### src/rtl/citd_consts.vh
// constants for the instruction timing decoder
`ifndef CITD_CONSTS_VH
`define CITD_CONSTS_VH
`define CITD_OP_NOP        8'h00
`define CITD_OP_UNUSED     8'ha5
`define CITD_OP_LONG_JUMP  8'h02
`define CITD_OP_LONG_CALL  8'h12
`define CITD_OP_RET        8'h22
`define CITD_OP_IRET       8'h32
`define CITD_OP_SHORT      8'h80
`define CITD_OP_JMP_IND    8'h73
`define CITD_OP_CODE_PC    8'h83
`define CITD_OP_CODE_DP    8'h93
`define CITD_OP_LOAD_DP    8'h90
`define CITD_OP_MOV_DD     8'h85
`define CITD_OP_BTC        8'h10
`define CITD_OP_JB         8'h20
`define CITD_OP_JNB        8'h30
`define CITD_OP_JC         8'h40
`define CITD_OP_JNC        8'h50
`define CITD_OP_AZ         8'h60
`define CITD_OP_ANZ        8'h70
`define CITD_OP_MUL        8'ha4
`define CITD_OP_DIV        8'h84
`define CITD_OP_INC_DP     8'ha3
`define CITD_OP_CMP_AD     8'hb5
`define CITD_OP_CMP_AI     8'hb4
`define CITD_OP_DEC_BR_D   8'hd5
`define CITD_STATUS_BANK_LO 3
`define CITD_STATUS_BANK_HI 4
`define CITD_SFR_BIT       7
`define CITD_MISS_CYCLES   4'h2
`endif

### src/rtl/citd_branch_cache.v
// small direct-mapped branch target tag store
`timescale 1ns/1ps
module citd_branch_cache
#(
   parameter IDX_W = 4,
   parameter TAG_W = 12
)
(
   input  wire             clk,
   input  wire             resetn,
   input  wire [IDX_W-1:0] lookup_idx,
   input  wire [TAG_W-1:0] lookup_tag,
   input  wire             fill,
   output reg              hit_ff
);
   localparam DEPTH = 1 << IDX_W;
   reg [TAG_W-1:0] tag_mem [0:DEPTH-1];
   reg [DEPTH-1:0] valid_ff;

   always @(posedge clk or negedge resetn)
   begin
      if (!resetn)
      begin
         valid_ff <= {DEPTH{1'b0}};
         hit_ff   <= 1'b0;
      end
      else
      begin
         hit_ff <= valid_ff[lookup_idx] && (tag_mem[lookup_idx] == lookup_tag);
         if (fill)
            valid_ff[lookup_idx] <= 1'b1;
      end
   end

   always @(posedge clk)
   begin
      if (fill)
         tag_mem[lookup_idx] <= lookup_tag;
   end
endmodule // citd_branch_cache

### src/rtl/citd_decoder.v
// instruction length, cycle timing and operand address decoder
`timescale 1ns/1ps
`include "citd_consts.vh"

// Summary of operation
// (RL1) external data moves: one byte, 3 clocks
// (RL2) code byte moves: one byte, 3 clocks
// (RL3) low nibble exchange: one byte, 2 clocks
// (RL4) load data pointer immediate: 3 bytes, 3
// (RL5) logic immediate to direct: 3 bytes, 3
// (RL6) direct to direct move: 3 bytes, 3
// (RL7) compare indirect branch: 3 bytes, 4/5
// (RL8) compare acc/register branch: 3 bytes, 3/4
// (RL9) decrement branch: register 2/3, direct 3/4
// (RL10) bit test clear: jump if set, clear bit
// (RL11) acc zero/nonzero branches: 2 bytes, 2/3
// (RL12) indirect jump to acc plus pointer
// (RL13) short jump 3, long 4, returns 5
// (RL14) rel is signed offset from next
// (RL15) paged target stays in 2K page
// (RL16) full target reaches whole 64K space
// (RL17) cache miss adds penalty cycles
// (RL18) unused opcode behaves as no-op
// (RL19) direct below 0x80 RAM, else SPECIAL_FUNCTION_SPACE
// (RL20) bank register selects one of eight
// (RL21) indirect uses R0 or R1 of bank
// (RL22) carry bit logic: 2 bytes, 2 clocks
// (RL23) cycles usually equal byte count
// (RL24) untaken branch one clock less
// (RL25) bank chosen by status bits 3, 4
module citd_decoder
#(
   parameter IDX_W = 4,
   parameter TAG_W = 12
)
(
   input  wire        CLK,
   input  wire        RESETN,
   input  wire        INSTR_VALID,
   input  wire [7:0]  OPCODE,
   input  wire [7:0]  OPERAND1,
   input  wire [7:0]  OPERAND2,
   input  wire [15:0] PC,
   input  wire [7:0]  ACC,
   input  wire [15:0] DATA_POINTER,
   input  wire [7:0]  PROGRAM_STATUS_WORD,
   input  wire        CARRY,
   input  wire        BIT_VALUE,
   input  wire [7:0]  CMP_VALUE,
   input  wire [7:0]  DEC_VALUE,
   output reg  [1:0]  LENGTH,
   output reg  [3:0]  CYCLES,
   output reg         IS_BRANCH,
   output reg         TAKEN,
   output reg         CACHE_MISS,
   output reg  [15:0] TARGET,
   output reg  [7:0]  DIRECT_ADDR,
   output reg         DIRECT_IS_SFR,
   output reg  [4:0]  BANK_REG_ADDR,
   output reg  [4:0]  INDIRECT_PTR_ADDR,
   output reg         BIT_CLEAR,
   output reg         NIBBLE_ONLY,
   output reg         IS_NOP,
   output reg         DONE
);
   reg  [1:0]  nxt_len;
   reg  [3:0]  nxt_cyc;
   reg         nxt_br;
   reg         nxt_taken;
   reg  [15:0] nxt_tgt;
   reg         nxt_cond;
   wire [15:0] next_pc;
   wire [15:0] rel_off;
   wire [7:0]  rel_byte;
   wire [1:0]  bank;
   wire        hit;
   wire        op_ext_move;
   wire        op_cmp_reg;
   wire        op_cmp_ind;
   wire        op_dec_reg;
   wire        op_paged;
   wire        op_bitlogic;
   wire        op_logic_imm;
   reg  [3:0]  busy_ff;
   reg         pend_ff;

   assign bank = {PROGRAM_STATUS_WORD[`CITD_STATUS_BANK_HI],
                  PROGRAM_STATUS_WORD[`CITD_STATUS_BANK_LO]};   // [RL25]
   assign next_pc = PC + {14'h0000, nxt_len};
   // relative byte sits last in three-byte forms
   assign rel_byte = (nxt_len == 2'h3) ? OPERAND2 : OPERAND1;
   assign rel_off = {{8{rel_byte[7]}}, rel_byte};         // [RL14]

   assign op_ext_move = (OPCODE == 8'he0) || (OPCODE == 8'hf0) ||
                        (OPCODE[7:5] == 3'h7 && OPCODE[3:1] == 3'h1);
   assign op_cmp_reg   = (OPCODE[7:3] == 5'h17);
   assign op_cmp_ind   = (OPCODE[7:1] == 7'h5b);
   assign op_dec_reg   = (OPCODE[7:3] == 5'h1b);
   assign op_paged     = (OPCODE[3:0] == 4'h1);
   assign op_bitlogic  = (OPCODE == 8'h82) || (OPCODE == 8'hb0) ||
                         (OPCODE == 8'h72) || (OPCODE == 8'ha0);
   assign op_logic_imm = (OPCODE == 8'h53) || (OPCODE == 8'h43) ||
                         (OPCODE == 8'h63);

   always @*
   begin
      nxt_len   = 2'h1;
      nxt_cyc   = 4'h1;
      nxt_br    = 1'b0;
      nxt_cond  = 1'b0;
      nxt_taken = 1'b0;
      if (op_ext_move)
         nxt_cyc = 4'h3;                                   // [RL1]
      else if (OPCODE == `CITD_OP_CODE_PC || OPCODE == `CITD_OP_CODE_DP)
         nxt_cyc = 4'h3;                                   // [RL2]
      else if (OPCODE[7:1] == 7'h6b)
         nxt_cyc = 4'h2;                                   // [RL3]
      else if (OPCODE == `CITD_OP_LOAD_DP)
      begin
         nxt_len = 2'h3;                                   // [RL4]
         nxt_cyc = 4'h3;
      end
      else if (op_logic_imm || OPCODE == `CITD_OP_MOV_DD ||
               OPCODE == 8'h75)
      begin
         nxt_len = 2'h3;                                   // [RL5] [RL6]
         nxt_cyc = 4'h3;
      end
      else if (op_cmp_ind)
      begin
         nxt_len  = 2'h3;
         nxt_cyc  = 4'h4;                                  // [RL7]
         nxt_br   = 1'b1;
         nxt_cond = 1'b1;
         nxt_taken = (CMP_VALUE != OPERAND1);
      end
      else if (op_cmp_reg || OPCODE == `CITD_OP_CMP_AD ||
               OPCODE == `CITD_OP_CMP_AI)
      begin
         nxt_len  = 2'h3;
         nxt_cyc  = 4'h3;                                  // [RL8]
         nxt_br   = 1'b1;
         nxt_cond = 1'b1;
         nxt_taken = (OPCODE == `CITD_OP_CMP_AD) ? (ACC != CMP_VALUE) :
                     (OPCODE == `CITD_OP_CMP_AI) ? (ACC != OPERAND1) :
                     (CMP_VALUE != OPERAND1);
      end
      else if (op_dec_reg || OPCODE == `CITD_OP_DEC_BR_D)
      begin
         nxt_len  = op_dec_reg ? 2'h2 : 2'h3;              // [RL9]
         nxt_cyc  = op_dec_reg ? 4'h2 : 4'h3;
         nxt_br   = 1'b1;
         nxt_cond = 1'b1;
         nxt_taken = (DEC_VALUE != 8'h01);
      end
      else if (OPCODE == `CITD_OP_BTC || OPCODE == `CITD_OP_JB ||
               OPCODE == `CITD_OP_JNB)
      begin
         nxt_len  = 2'h3;
         nxt_cyc  = 4'h3;                                  // [RL10]
         nxt_br   = 1'b1;
         nxt_cond = 1'b1;
         nxt_taken = (OPCODE == `CITD_OP_JNB) ? !BIT_VALUE : BIT_VALUE;
      end
      else if (OPCODE == `CITD_OP_AZ || OPCODE == `CITD_OP_ANZ ||
               OPCODE == `CITD_OP_JC || OPCODE == `CITD_OP_JNC)
      begin
         nxt_len  = 2'h2;
         nxt_cyc  = 4'h2;                                  // [RL11]
         nxt_br   = 1'b1;
         nxt_cond = 1'b1;
         case (OPCODE)
            `CITD_OP_AZ:  nxt_taken = (ACC == 8'h00);
            `CITD_OP_ANZ: nxt_taken = (ACC != 8'h00);
            `CITD_OP_JC:  nxt_taken = CARRY;
            default:      nxt_taken = !CARRY;
         endcase
      end
      else if (OPCODE == `CITD_OP_JMP_IND)
      begin
         nxt_cyc   = 4'h3;                                 // [RL12]
         nxt_br    = 1'b1;
         nxt_taken = 1'b1;
      end
      else if (OPCODE == `CITD_OP_SHORT || op_paged)
      begin
         nxt_len   = 2'h2;
         nxt_cyc   = 4'h3;                                 // [RL13]
         nxt_br    = 1'b1;
         nxt_taken = 1'b1;
      end
      else if (OPCODE == `CITD_OP_LONG_JUMP || OPCODE == `CITD_OP_LONG_CALL)
      begin
         nxt_len   = 2'h3;
         nxt_cyc   = 4'h4;                                 // [RL13]
         nxt_br    = 1'b1;
         nxt_taken = 1'b1;
      end
      else if (OPCODE == `CITD_OP_RET || OPCODE == `CITD_OP_IRET)
      begin
         nxt_cyc   = 4'h5;                                 // [RL13]
         nxt_br    = 1'b1;
         nxt_taken = 1'b1;
      end
      else if (op_bitlogic)
      begin
         nxt_len = 2'h2;                                   // [RL22]
         nxt_cyc = 4'h2;
      end
      else if (OPCODE == `CITD_OP_MUL)
         nxt_cyc = 4'h4;
      else if (OPCODE == `CITD_OP_DIV)
         nxt_cyc = 4'h8;
      else if (OPCODE == `CITD_OP_NOP || OPCODE == `CITD_OP_UNUSED ||
               OPCODE == `CITD_OP_INC_DP)
         nxt_cyc = 4'h1;                                   // [RL18]
      else
      begin
         // remaining forms: one cycle per byte, indirect takes two
         nxt_len = (OPCODE[3:0] == 4'h5 || OPCODE[3:0] == 4'h4 ||
                    OPCODE[3:0] == 4'h2 || OPCODE[7:3] == 5'h15) ?
                   2'h2 : 2'h1;
         if (OPCODE == 8'he4 || OPCODE == 8'hc4 || OPCODE == 8'hd4 ||
             OPCODE == 8'hf4 || OPCODE[7:4] == 4'hc || OPCODE[3:0] == 4'h3)
            nxt_len = 2'h1;
         nxt_cyc = {2'h0, nxt_len};                        // [RL23]
         if (OPCODE[3:1] == 3'h3)
            nxt_cyc = 4'h2;
      end
      if (nxt_cond && nxt_taken)
         nxt_cyc = nxt_cyc + 4'h1;                         // [RL24]
   end

   always @*
   begin
      if (OPCODE == `CITD_OP_JMP_IND)
         nxt_tgt = {8'h00, ACC} + DATA_POINTER;            // [RL12]
      else if (OPCODE == `CITD_OP_LONG_JUMP || OPCODE == `CITD_OP_LONG_CALL)
         nxt_tgt = {OPERAND1, OPERAND2};                   // [RL16]
      else if (op_paged)
         nxt_tgt = {next_pc[15:11], OPCODE[7:5], OPERAND1}; // [RL15]
      else
         nxt_tgt = next_pc + rel_off;                      // [RL14]
   end

   citd_branch_cache
   #(
      .IDX_W (IDX_W),
      .TAG_W (TAG_W)
   )
   u_cache
   (
      .clk        (CLK),
      .resetn     (RESETN),
      .lookup_idx (nxt_tgt[IDX_W-1:0]),
      .lookup_tag (nxt_tgt[TAG_W+IDX_W-1:IDX_W]),
      .fill       (INSTR_VALID && busy_ff == 4'h0 && nxt_br && nxt_taken),
      .hit_ff     (hit)
   );

   always @(posedge CLK or negedge RESETN)
   begin
      if (!RESETN)
      begin
         LENGTH            <= 2'h0;
         CYCLES            <= 4'h0;
         IS_BRANCH         <= 1'b0;
         TAKEN             <= 1'b0;
         CACHE_MISS        <= 1'b0;
         TARGET            <= 16'h0000;
         DIRECT_ADDR       <= 8'h00;
         DIRECT_IS_SFR     <= 1'b0;
         BANK_REG_ADDR     <= 5'h00;
         INDIRECT_PTR_ADDR <= 5'h00;
         BIT_CLEAR         <= 1'b0;
         NIBBLE_ONLY       <= 1'b0;
         IS_NOP            <= 1'b0;
         DONE              <= 1'b0;
         busy_ff           <= 4'h0;
         pend_ff           <= 1'b0;
      end
      else
      begin
         DONE       <= (busy_ff == 4'h1);
         CACHE_MISS <= 1'b0;
         pend_ff    <= 1'b0;
         if (busy_ff != 4'h0)
            busy_ff <= busy_ff - 4'h1;
         if (pend_ff && !hit)
         begin
            CACHE_MISS <= 1'b1;                            // [RL17]
            CYCLES     <= CYCLES + `CITD_MISS_CYCLES;
            busy_ff    <= busy_ff + `CITD_MISS_CYCLES - 4'h1;
         end
         if (INSTR_VALID && busy_ff == 4'h0)
         begin
            LENGTH        <= nxt_len;
            CYCLES        <= nxt_cyc;
            IS_BRANCH     <= nxt_br;
            TAKEN         <= nxt_taken;
            TARGET        <= nxt_taken ? nxt_tgt : next_pc;
            pend_ff       <= nxt_br && nxt_taken;
            busy_ff       <= nxt_cyc;
            DIRECT_ADDR   <= OPERAND1;
            DIRECT_IS_SFR <= OPERAND1[`CITD_SFR_BIT];      // [RL19]
            BANK_REG_ADDR <= {bank, OPCODE[2:0]};          // [RL20]
            INDIRECT_PTR_ADDR <= {bank, 2'h0, OPCODE[0]};  // [RL21]
            BIT_CLEAR     <= (OPCODE == `CITD_OP_BTC) && BIT_VALUE; // [RL10]
            NIBBLE_ONLY   <= (OPCODE[7:1] == 7'h6b);       // [RL3]
            IS_NOP        <= (OPCODE == `CITD_OP_NOP) ||
                             (OPCODE == `CITD_OP_UNUSED);  // [RL18]
         end
      end
   end
endmodule // citd_decoder

### config.mk
export PLATFORM = sky130hd
export DESIGN_NAME = citd_decoder
export DESIGN_NICKNAME = d
export VERILOG_FILES = /design/src/rtl/citd_branch_cache.v /design/src/rtl/citd_decoder.v
export VERILOG_INCLUDE_DIRS = /design/src /design/src/rtl
export SDC_FILE = /design/constraint.sdc
export NUM_CORES = 1
export LEC_CHECK = 0
export BUFFER_PORTS_ARGS = -buffer_cell sky130_fd_sc_hd__buf_2
export CORE_ASPECT_RATIO = 2
export CORE_MARGIN = 2
export CORE_UTILIZATION = 60
export CTS_CLUSTER_DIAMETER = 50
export DETAILED_ROUTE_END_ITERATION = 6
export PLACE_DENSITY = 0.84
export REMOVE_ABC_BUFFERS = 1
export SETUP_SLACK_MARGIN = 0.02
export SLEW_MARGIN = 20
export SYNTH_ARGS = -nofsm -noshare
export SYNTH_HDL_FRONTEND = slang
export SYNTH_HIERARCHICAL = 1
export SYNTH_SLANG_ARGS = --single-unit
### constraint.sdc
create_clock -name CLK -period 5.1 [get_ports CLK]
set_input_delay 0 -clock CLK [delete_from_list [all_inputs] [get_ports CLK]]
set_output_delay 0 -clock CLK [all_outputs]
set_load 0.01 [all_outputs]
==> metrics.md, run 1 <==
| Metric | Value |
|---|---|
| Status | `finished clean` |
| Main synth FF type | `edfxtp_1` |
| Combinational Power Share | `0.427` |
| Number of max-cap violations | `0` |
| Worst VDD drop | `0.346 mV` |
| Via count | `11300` |
| Drt drc | `0` |
| Worst setup path class | `input pin to register` |
| Antenna violations before repair | `0` |
| Pleak | `7.22 nW` |
| Share of layout cells above drive strength 1 | `0.390` |
| Pin count of the biggest net entering global routing | `65` |
| Row cnt | `77` |
| Final Setup Violations | `0` |
| Root buffer cell | `clkbuf_16` |
| Most frequent cells in the layout | `buf_4 (214), edfxtp_1 (192), buf_2 (131)` |
| Mapped Cells | `1059` |
| First-pass GRT wire length | `64800 um` |
| R2R Path Start | `busy_ff[0]$_DFFE_PN0P_` |
| Hold Crit Start | `PC[0]` |
| Gr usage total | `0.379` |
| Core Box Area | `22100 um2` |
| Total I/O pin count | `141` |
| Final Critical Period | `5060 ps` |
| Total power draw | `7.95 mW` |
| Switch Pwr | `2.80 mW` |
| Worst Setup SP | `OPCODE[3]` |
| Routability cong. | `1.02` |
| Initial Util | `0.611` |
| Grt total ovfl | `0` |
| Critical Path Source Type | `input pin` |
| Internal | `5.15 mW` |
| Hold Slack | `26.4 ps` |
| Number of synthesized flops with an enable pin | `192` |
| Power Dens Cells | `453 nW/um2` |
| Die Footprint | `23700 um2` |
| Ys Warns | `6` |
| Clock Path Buffers | `3` |
| Mean Syn Cell Area | `12.7 um2` |
| Chip width | `110 um` |
| Hold crit path type | `input pin to register` |
| Clk slew on worst S/H paths | `70 ps` |
| DR vias/cell | `6.61` |
| Hpwl dp | `31800 um` |
| Unique masters post-synth | `82` |
| CTS tree | `done` |
| Critical path data arrival time | `5490 ps` |
| Max Slew Vio Count | `0` |
| Required time of the critical path | `5530 ps` |
| Flops & latches, synth | `256` |
| Worst-skew pair later-pin latency | `540 ps` |
| CP Capture Type | `register` |
| Register area share after synthesis | `0.547` |
| Vias in the first global route | `11400` |
| Layout filler cell count | `1192` |
| Max_slew headroom | `0.365` |
| CTS sink count | `256` |
| Post-Route WL | `46100 um` |
| Flop pwr share | `0.346` |
| Final ANT Viol Nets | `0` |
| Final net count | `1541` |
| WL per Instance | `27.0 um` |
| Max FO, Critical Path | `6` |
| Fin. Hold Viols | `0` |
| Worst-margin pin slew | `946 ps` |
| I/O Buffers | `132` |
| Fraction of registers with async set/reset | `0.250` |
| H-tree levels | `1` |
| Pre-Repair DR Iteration Count | `6` |
| Antenna Cells | `0` |
| Clock Power Share | `0.227` |
| Most common cell after layout, fill and taps aside | `buf_4` |
| Achievable Freq | `197 MHz` |
| Synth Cell Area | `13500 um2` |
| Net Sw Frac | `0.352` |
| DRT iter0 DRCs | `1184` |
| Area growth, synth to finish | `30.2%` |
| Die Ht | `216 um` |
| Post-route clock period utilization | `0.993` |
| Max Clock Skew | `30.5 ps` |
| CTS buffer count | `22` |
layout make-up:
type	instances	area, um2	area share
Clock buffer	25	572	0.0326
Sequential cell	256	7370	0.420
Tap cell	276	345	0.0197
Timing Repair Buffer	387	2800	0.159
Multi-Input combinational cell	730	6190	0.353
Clock inverter	15	206	0.0118
Inverter	18	67.6	0.00385
worst paths after layout:
check / end / slack (ps) / depth (start not counted)
setup / recovery: u_cache/hit_ff$_DFF_PN0_ / 40 / 27
hold / removal: TARGET[0]$_DFFE_PN0P_ / 30 / 4
setup reg to reg: u_cache/tag_mem[0][6]$_DFFE_PP_ / 2440 / 7
hold reg to reg: u_cache/valid_ff[15]$_DFFE_PN0P_ / 470 / 1
max in group asynchronous: BANK_REG_ADDR[4]$_DFFE_PN0P_ / 4290 / 3
min in group asynchronous: DIRECT_ADDR[4]$_DFFE_PN0P_ / 230 / 3
Yosys cell counts (11+ instances only):
master | count | area, um2
mux4_2 | 43 | 968
nor2b_1 | 11 | 68.8
nor3_1 | 17 | 85.1
o21ai_0 | 40 | 200
inv_1 | 15 | 56.3
a21oi_1 | 43 | 215
nor2_1 | 56 | 210
clkbuf_1 | 22 | 82.6
nand3_1 | 32 | 160
o211ai_1 | 11 | 82.6
and3_1 | 16 | 100
ha_1 | 30 | 375
mux2i_1 | 30 | 300
edfxtp_1 | 192 | 5770
a211oi_1 | 11 | 82.6
buf_2 | 17 | 85.1
dfrtp_1 | 64 | 1600
xor2_1 | 25 | 219
xnor2_1 | 60 | 526
or2_2 | 21 | 131
nand2_1 | 119 | 447
nand2b_1 | 13 | 81.3
power by group through the flow:
stage,clock (mW),combinational [mW],sequential [mW]
2_1_floorplan,0,1.70,2.83
3_3_place_gp,0,2.88,2.76
3_5_place_dp,0,2.99,2.77
4_1_cts,1.80,3.06,2.73
5_1_grt,1.89,3.57,2.76
6_report,1.81,3.39,2.75
kinds of logic (layout without fill, tap and decap cells):
logic type,Yosys count,count (layout),share of synthesized area
muxes,90,90,0.120
buffers and inverters,74,445,0.0281
AOI/OAI and AO/OA,175,175,0.0862
DFF,256,256,0.547
and+or+nand+nor,345,345,0.131
other,1,2,0.000278
adders and majority gates,33,33,0.0323
xor gates and xnor gates,85,85,0.0553
timing repair:
item | 4_1_cts | 5_1_grt
setup buffers | 4 | 29
hold buffers | 20 | 0
pin swaps | 4 | 40
cloned | 0 | 2
setup endpoints to repair | 17 | 51
resized for setup | 15 | 80
endpoints found under the hold margin | 84 | 0
per-layer routing:
| layer | GRT usage | part of all wire |
|---|---|---|
| met2 | 0.670 | 0.52 |
| met1 | 0.372 | 0.29 |
| met3 | 0.0625 | 0.082 |
| met4 | 0.304 | 0.11 |
| met5 | 0 | 0 |
metrics by stage:
step | area (um2) | worst slack, ps | instances | setup TNS (ps) | util
after CTS | 16900 | 26.4 | 1676 | 0 | 0.766
after detailed placement | 15800 | -815 | 1612 | -28620 | 0.717
after floorplan | 13200 | -3790 | 1004 | -677040 | -
after global placement | 15800 | -687 | 1612 | -20380 | 0.717
final | 17500 | 36.0 | 1707 | 0 | 0.795
after global routing | 17500 | -108 | 1707 | -108 | 0.795
flip-flops by register name, summed over array words and instances (netlist names), 2 cells and up:
register	cells
u_cache/tag_mem	192
TARGET	16
u_cache/valid_ff	16
DIRECT_ADDR	8
BANK_REG_ADDR	5
CYCLES	4
busy_ff	4
LENGTH	2
worst max-delay path, cell delays in order:
cell and delay, ps:
buf_2 140, buf_4 170, buf_4 150, nor3_2 230
and3_2 290, nor3_2 70, o311a_1 320, nand2_1 80
ha_1 160, inv_1 60, fa_2 550, inv_1 60
buf_4 130, ha_1 320, a211oi_2 80, buf_4 150
o2111a_1 250, a211oi_2 270, a31oi_4 140, a21o_1 240
or3_1 380, nand4_1 170, o2111ai_2 160, o211a_1 270
xnor2_2 210, o211ai_1 140, nor4_2 280
No activity file was read; power rests on OpenSTA's default activity.
==> run 2, diff against run 1 <==
--- a/config.mk
+++ b/config.mk
@@ -9,10 +9,10 @@
 export BUFFER_PORTS_ARGS = -buffer_cell sky130_fd_sc_hd__buf_2
 export CORE_ASPECT_RATIO = 2
 export CORE_MARGIN = 2
-export CORE_UTILIZATION = 60
+export CORE_UTILIZATION = 54
 export CTS_CLUSTER_DIAMETER = 50
 export DETAILED_ROUTE_END_ITERATION = 6
-export PLACE_DENSITY = 0.84
+export PLACE_DENSITY = 0.87
 export REMOVE_ABC_BUFFERS = 1
 export SETUP_SLACK_MARGIN = 0.02
 export SLEW_MARGIN = 20
==> constraint.sdc (replaced) <==
create_clock -name CLK -period 4.4 [get_ports CLK]
set_input_delay 0 -clock CLK [delete_from_list [all_inputs] [get_ports CLK]]
set_output_delay 0 -clock CLK [all_outputs]
set_load 0.01 [all_outputs]
==> run 2 against run 1 <==
The flow now finishes with violations (setup timing). Die area is 11% higher. Setup slack worse by 940 ps. Clock power is 18% higher. Cell area rose by 7.1%. First-iteration DRC count increased by 49%. Count of clock-buffer cells in the layout grew 7. Clock skew down 22 ps. Flip-flop and latch count did not move. Global-route usage increased by 1.6 points. Combinational power is 45% higher. Hold slack improved by 21 ps. Critical path type unchanged. Highest routed layer unchanged.
==> metrics.md, run 2 (synthesis gave the netlist of run 1 again) <==
| Metric | Value |
|---|---|
| Status | `finished, violations left` |
| Failing checks | `setup timing` |
| Grt total ovfl | `0` |
| Total I/O pin count | `141` |
| Max Slew Vio Count | `0` |
| Worst setup path class | `input pin to register` |
| Area growth, synth to finish | `39.5%` |
| Most common cell after layout, fill and taps aside | `buf_4` |
| RSZ-0062 raised after global routing | `yes` |
| CTS buffer count | `24` |
| Final Setup Violations | `218` |
| Fin. Hold Viols | `0` |
| Final Critical Period | `5300 ps` |
| Routability cong. | `1.04` |
| DRT iter0 DRCs | `1761` |
| Worst hold path endpoint | `u_cache/tag_mem[12][1]$_DFFE_PP_` |
| WL per Instance | `31.0 um` |
| I/O Buffers | `132` |
| First-pass GRT wire length | `73800 um` |
| Via count | `12200` |
| Max FO, Critical Path | `17` |
| Worst-margin pin slew | `1350 ps` |
| Core Box Area | `24500 um2` |
| Final ANT Viol Nets | `0` |
| Share of layout cells above drive strength 1 | `0.453` |
| Pre-CTS setup slack | `-1460 ps` |
| CP Capture Type | `register` |
| Reg2Reg Depth | `9` |
| Row cnt | `81` |
| Clk slew on worst S/H paths | `70 ps` |
| Layout filler cell count | `1370` |
| Largest Register | `u_cache/tag_mem` |
| Seq. cell area | `7370 um2` |
| Gr usage total | `0.395` |
| CTS tree | `done` |
| Reg2Reg Capture Point | `u_cache/tag_mem[1][2]$_DFFE_PP_` |
| DR vias/cell | `6.68` |
| Power Dens Cells | `544 nW/um2` |
| Max Clock Skew | `8.66 ps` |
| Total power draw | `10.2 mW` |
| Worst-skew pair later-pin latency | `570 ps` |
| Max_slew headroom | `0.0941` |
| Pleak | `7.67 nW` |
| Hold crit path type | `input pin to register` |
| Biggest registers after layout | `u_cache/tag_mem (192), TARGET (16), u_cache/valid_ff (16)` |
| Post-Route WL | `56600 um` |
| Final setup margin | `-900 ps` |
| Pin count of the biggest net entering global routing | `65` |
| Antenna Cells | `0` |
| Reg2reg setup slack | `1920 ps` |
| Antenna violations before repair | `1` |
| Die Footprint | `26300 um2` |
| Post-route clock period utilization | `1.20` |
| Hpwl dp | `32900 um` |
| Worst VDD drop | `0.357 mV` |
| Hold Crit Start | `OPERAND2[5]` |
| Drt drc | `0` |
| Number of max-cap violations | `0` |
| H-tree levels | `1` |
| Final net count | `1604` |
| Vias in the first global route | `12200` |
| CTS sink count | `256` |
| Initial Util | `0.549` |
| Critical Path Source Type | `input pin` |
| Die Ht | `227 um` |
| Cells on Worst Hold Path | `3` |
| Final core occ | `0.766` |
| Chip width | `116 um` |
| R2R Path Start | `busy_ff[1]$_DFFE_PN0P_` |
| Largest register FFs | `192` |
| Critical path data arrival time | `5750 ps` |
| Most frequent cells in the layout | `buf_4 (233), edfxtp_1 (192), buf_2 (129)` |
| Achievable Freq | `189 MHz` |
| Root buffer cell | `clkbuf_16` |
| Clock Path Buffers | `3` |
| Required time of the critical path | `4850 ps` |
| Pre-Repair DR Iteration Count | `6` |
| Area taken by multi-input logic gates | `6600 um2` |
-- run 2: cell types whose count changed in the layout (fill, tap and decap cells not counted), sizes merged --
cell / delta
clkdlybuf4s15: -1
clkinv: +3
inv: -2
clkinvlp: -2
clkbuf: +9
bufinv: -2
buf: +60
-- run 2: power breakdown --
group	internal, mW	total, mW	switching, mW
Clock	1.12	2.13	1.01
Combinational	2.22	4.91	2.68
Sequential	3.03	3.19	0.158
-- run 2: area by class of cell --
class / instances / share of cell area
Sequential cell: 256 / 0.392
Multi-Input combinational cell: 730 / 0.351
Timing Repair Buffer: 448 / 0.190
Clock buffer: 32 / 0.0347
Tap cell: 332 / 0.0221
Clock inverter: 12 / 0.00599
Inverter: 18 / 0.00360
-- run 2: timing repair --
item / 4_1_cts / 5_1_grt
buffers inserted: 28 / 33
pin swaps: 47 / 38
hold buffers: 20 / 0
setup endpoints to repair: 327 / 390
endpoints found under the hold margin: 84 / 0
gates resized for setup: 124 / 124
cloned: 5 / 2
-- run 2: critical path, stage by stage --
cell and delay, ps:
buf_4 160, nor4b_4 320, buf_4 180, o211ai_1 110
nand3_2 150, nor3_4 60, o311a_1 350, nand2_1 90
ha_2 190, inv_2 50, fa_2 540, inv_2 70
buf_4 150, ha_4 250, a211oi_4 280, nor2_1 80
o21ai_1 180, o21ai_2 110, a21oi_4 400, buf_12 200
buf_4 270, mux4_2 390, mux2i_2 410, xnor2_1 170
nand2_1 120, o211ai_1 160, nor4_2 300
-- run 2: how the worst max path moves through the flow --
stage | startpoint | end | slack [ps] | cells past startpoint
CTS | OPCODE[1] | u_cache/hit_ff$_DFF_PN0_ | -470 | 23
global route | OPCODE[1] | u_cache/hit_ff$_DFF_PN0_ | -1010 | 27
detailed placement | OPCODE[3] | u_cache/hit_ff$_DFF_PN0_ | -1460 | 27
finish | OPCODE[0] | u_cache/hit_ff$_DFF_PN0_ | -900 | 27
floorplan | OPCODE[7] | u_cache/hit_ff$_DFF_PN0_ | -4490 | 19
global placement | OPCODE[6] | u_cache/hit_ff$_DFF_PN0_ | -1210 | 29
-- run 2: per-stage QoR --
step | instances | setup TNS [ps] | hold WS, ps | cell area [um2]
5_1_grt | 1828 | -72000 | 54.1 | 18800
3_5_place_dp | 1705 | -256030 | 211 | 16200
6_report | 1828 | -42700 | 47.0 | 18800
3_3_place_gp | 1705 | -224310 | 192 | 16200
4_1_cts | 1800 | -2680 | 47.3 | 18000
2_1_floorplan | 1004 | -861760 | -296 | 13200
-- run 2: metal layers --
| metal | up-vias | track usage | wire length, um |
|---|---|---|---|
| met3 | 466 | 0.0937 | 6860 |
| met1 | 5785 | 0.382 | 15600 |
| li1 | 4836 | - | - |
| met5 | - | 0.00196 | 0 |
| met4 | 0 | 0.377 | 7050 |
| met2 | 1125 | 0.668 | 27100 |
==> run 3, diff against run 2 <==
--- a/config.mk
+++ b/config.mk
@@ -9,10 +9,11 @@
 export BUFFER_PORTS_ARGS = -buffer_cell sky130_fd_sc_hd__buf_2
 export CORE_ASPECT_RATIO = 2
 export CORE_MARGIN = 2
-export CORE_UTILIZATION = 54
+export CORE_UTILIZATION = 60
 export CTS_CLUSTER_DIAMETER = 50
 export DETAILED_ROUTE_END_ITERATION = 6
-export PLACE_DENSITY = 0.87
+export PLACE_DENSITY = 0.91
+export RECOVER_POWER = 100
 export REMOVE_ABC_BUFFERS = 1
 export SETUP_SLACK_MARGIN = 0.02
 export SLEW_MARGIN = 20
==> constraint.sdc (replaced) <==
create_clock -name CLK -period 6.25 [get_ports CLK]
set_input_delay 0 -clock CLK [delete_from_list [all_inputs] [get_ports CLK]]
set_output_delay 0 -clock CLK [all_outputs]
set_load 0.01 [all_outputs]
==> run 3 against run 2 <==
Sequential share of layout area rose by 8.0 points. The run ends with DRC, capacitance limit, slew limit left. Largest power group unchanged. Die area fell by 9.7%. Wire length fell by 26%.
==> metrics.md, run 3 (synthesis gave the netlist of run 1 again) <==
| Metric | Value |
|---|---|
| Combinational Power Share | `0.379` |
| Worst VDD drop | `0.286 mV` |
| Flop pwr share | `0.375` |
| WL per Instance | `26.9 um` |
| Grt total ovfl | `0` |
| Switch Pwr | `2.13 mW` |
| Die Footprint | `23700 um2` |
| Total power draw | `6.00 mW` |
| Post-route clock period utilization | `0.965` |
| Antenna violations before repair | `0` |
| Area growth, synth to finish | `15.7%` |
| DRT iter0 DRCs | `1421` |
| Power Dens Cells | `385 nW/um2` |
| Placed instance area | `14800 um2` |
| Post-CTS Setup Bufs | `0` |
| First-pass GRT wire length | `62400 um` |
| Largest Register | `u_cache/tag_mem` |
| Row cnt | `77` |
| Die Ht | `216 um` |
| Biggest registers after layout | `u_cache/tag_mem (192), TARGET (16), u_cache/valid_ff (16)` |
| Final Setup Violations | `0` |
| Critical Path Source Type | `input pin` |
| Achievable Freq | `166 MHz` |
| Failing checks | `DRC, capacitance limit, slew limit` |
| CTS buffer count | `22` |
| Drt drc | `1` |
| Max FO, Critical Path | `6` |
| CP Capture Type | `register` |
| I/O Buffers | `132` |
| DR vias/cell | `6.80` |
| Clock Power Share | `0.246` |
| Largest register FFs | `192` |
| Final instance area | `15600 um2` |
| Worst-skew pair later-pin latency | `520 ps` |
| Final Critical Period | `6030 ps` |
| Vias in the first global route | `10600` |
| Via count | `10500` |
| H-tree levels | `1` |
| Fin. Hold Viols | `0` |
| Layout filler cell count | `1447` |
| Routability cong. | `1.03` |
| CTS sink count | `256` |
| Clk slew on worst S/H paths | `70 ps` |
| Hold crit path type | `input pin to register` |
| Final net count | `1381` |
| Post-Route WL | `41600 um` |
| Pleak | `5.95 nW` |
| Chip width | `110 um` |
| Worst-margin pin slew | `3770 ps` |
| Worst setup path class | `input pin to register` |
| Initial Util | `0.611` |
| Max Slew Vio Count | `146` |
| Total I/O pin count | `141` |
| Net Sw Frac | `0.355` |
| Pin count of the biggest net entering global routing | `65` |
| Most frequent cells in the layout | `edfxtp_1 (192), nand2_1 (119), clkbuf_1 (91)` |
| Gr usage total | `0.364` |
| CTS tree | `done` |
| Internal | `3.87 mW` |
| Clock Path Buffers | `3` |
| Max_slew headroom | `-1.52` |
| Most common cell after layout, fill and taps aside | `edfxtp_1` |
| Max Clock Skew | `10.5 ps` |
| RSZ-0062 raised after global routing | `no` |
| Pre-Repair DR Iteration Count | `7` |
| Status | `finished, violations left` |
| Final ANT Viol Nets | `0` |
| Root buffer cell | `clkbuf_16` |
| Hpwl dp | `28800 um` |
| Antenna Cells | `0` |
| Core Box Area | `22100 um2` |
| Share of layout cells above drive strength 1 | `0.194` |
| Required time of the critical path | `6680 ps` |
| Critical path data arrival time | `6460 ps` |
| Number of max-cap violations | `3` |
run 3: changes by cell type in the layout (fill, tap and decap cells not counted), moves of 11 or more:
cell	before	now
a21oi_1	27	41
a21oi_2	12	1
xnor2_1	46	60
xnor2_2	11	0
nor2_4	14	0
buf_2	129	86
nor2_1	39	56
buf_6	38	0
o21ai_0	28	42
clkbuf_1	7	91
buf_4	233	24
buf_12	19	4
run 3: path summary, 6_finish.rpt:
| kind | start | endpoint | slack, ps | depth (start not counted) |
|---|---|---|---|---|
| min in group asynchronous | RESETN | IS_NOP$_DFFE_PN0P_ | 1400 | 3 |
| hold reg to reg | DIRECT_ADDR[0]$_DFFE_PN0P_ | DIRECT_ADDR[0]$_DFFE_PN0P_ | 470 | 2 |
| max in group asynchronous | RESETN | TAKEN$_DFFE_PN0P_ | 2680 | 3 |
| setup reg to reg | busy_ff[0]$_DFFE_PN0P_ | BIT_CLEAR$_DFFE_PN0P_ | 2660 | 7 |
| setup / recovery | OPCODE[2] | u_cache/hit_ff$_DFF_PN0_ | 220 | 27 |
| hold / removal | OPCODE[1] | IS_NOP$_DFFE_PN0P_ | 40 | 4 |
run 3: layout make-up:
| cell class | count | area [um2] | share of cell area |
|---|---|---|---|
| Sequential cell | 256 | 7370 | 0.473 |
| Clock inverter | 13 | 176 | 0.0113 |
| Multi-Input combinational cell | 730 | 5770 | 0.370 |
| Tap cell | 276 | 345 | 0.0221 |
| Timing Repair Buffer | 227 | 1270 | 0.0818 |
| Inverter | 18 | 67.6 | 0.00433 |
| Clock buffer | 27 | 591 | 0.0379 |
run 3: timing repair:
item | CTS | global route
hold endpoints to repair | 89 | 0
hold buffers | 25 | 0
endpoints found under the setup margin | 0 | 2
resized for setup | 0 | 4
run 3: metrics by stage:
| stage | std cells | setup slack [ps] | TNS (ps) | utilization | hold slack (ps) |
|---|---|---|---|---|---|
| floorplan | 1004 | -2640 | -434150 | - | -296 |
| global placement | 1482 | -204 | -204 | 0.670 | 193 |
| detailed placement | 1482 | -356 | -356 | 0.670 | 210 |
| CTS | 1547 | 148 | 0 | 0.716 | 13.3 |
| global route | 1547 | 50.7 | 0 | 0.707 | 65.0 |
| finish | 1547 | 219 | 0 | 0.707 | 38.2 |
run 3: layer usage:
layer / global-route usage / routed length, um
met1: 0.392 / 12400
met5: 0 / 0
met3: 0.0556 / 3470
met4: 0.295 / 4360
met2: 0.612 / 21400
run 3: critical path, cell delays in order:
cell	delay, ps
buf_2	140
or4_1	560
nor3_2	340
o21ai_0	200
and2_0	210
o311a_1	140
nand2_1	90
ha_1	160
inv_1	60
fa_1	400
nor2_1	180
and3_1	290
nand3_1	120
xnor2_1	260
ha_1	320
nor4_1	90
o2111a_1	150
a211oi_1	370
a31oi_1	220
xor2_1	220
o21ai_2	310
o211ai_1	240
o21ai_2	290
xnor2_1	220
nor4_1	550
mux2i_1	170
nor4_2	160
run 3: power by group through the flow:
stage,Sequential (mW),Clock (mW),Combinational [mW]
floorplan,2.31,0,1.39
global placement,2.26,0,2.16
detailed placement,2.27,0,2.25
CTS,2.24,1.48,2.29
global route,2.26,1.54,2.40
finish,2.25,1.48,2.28
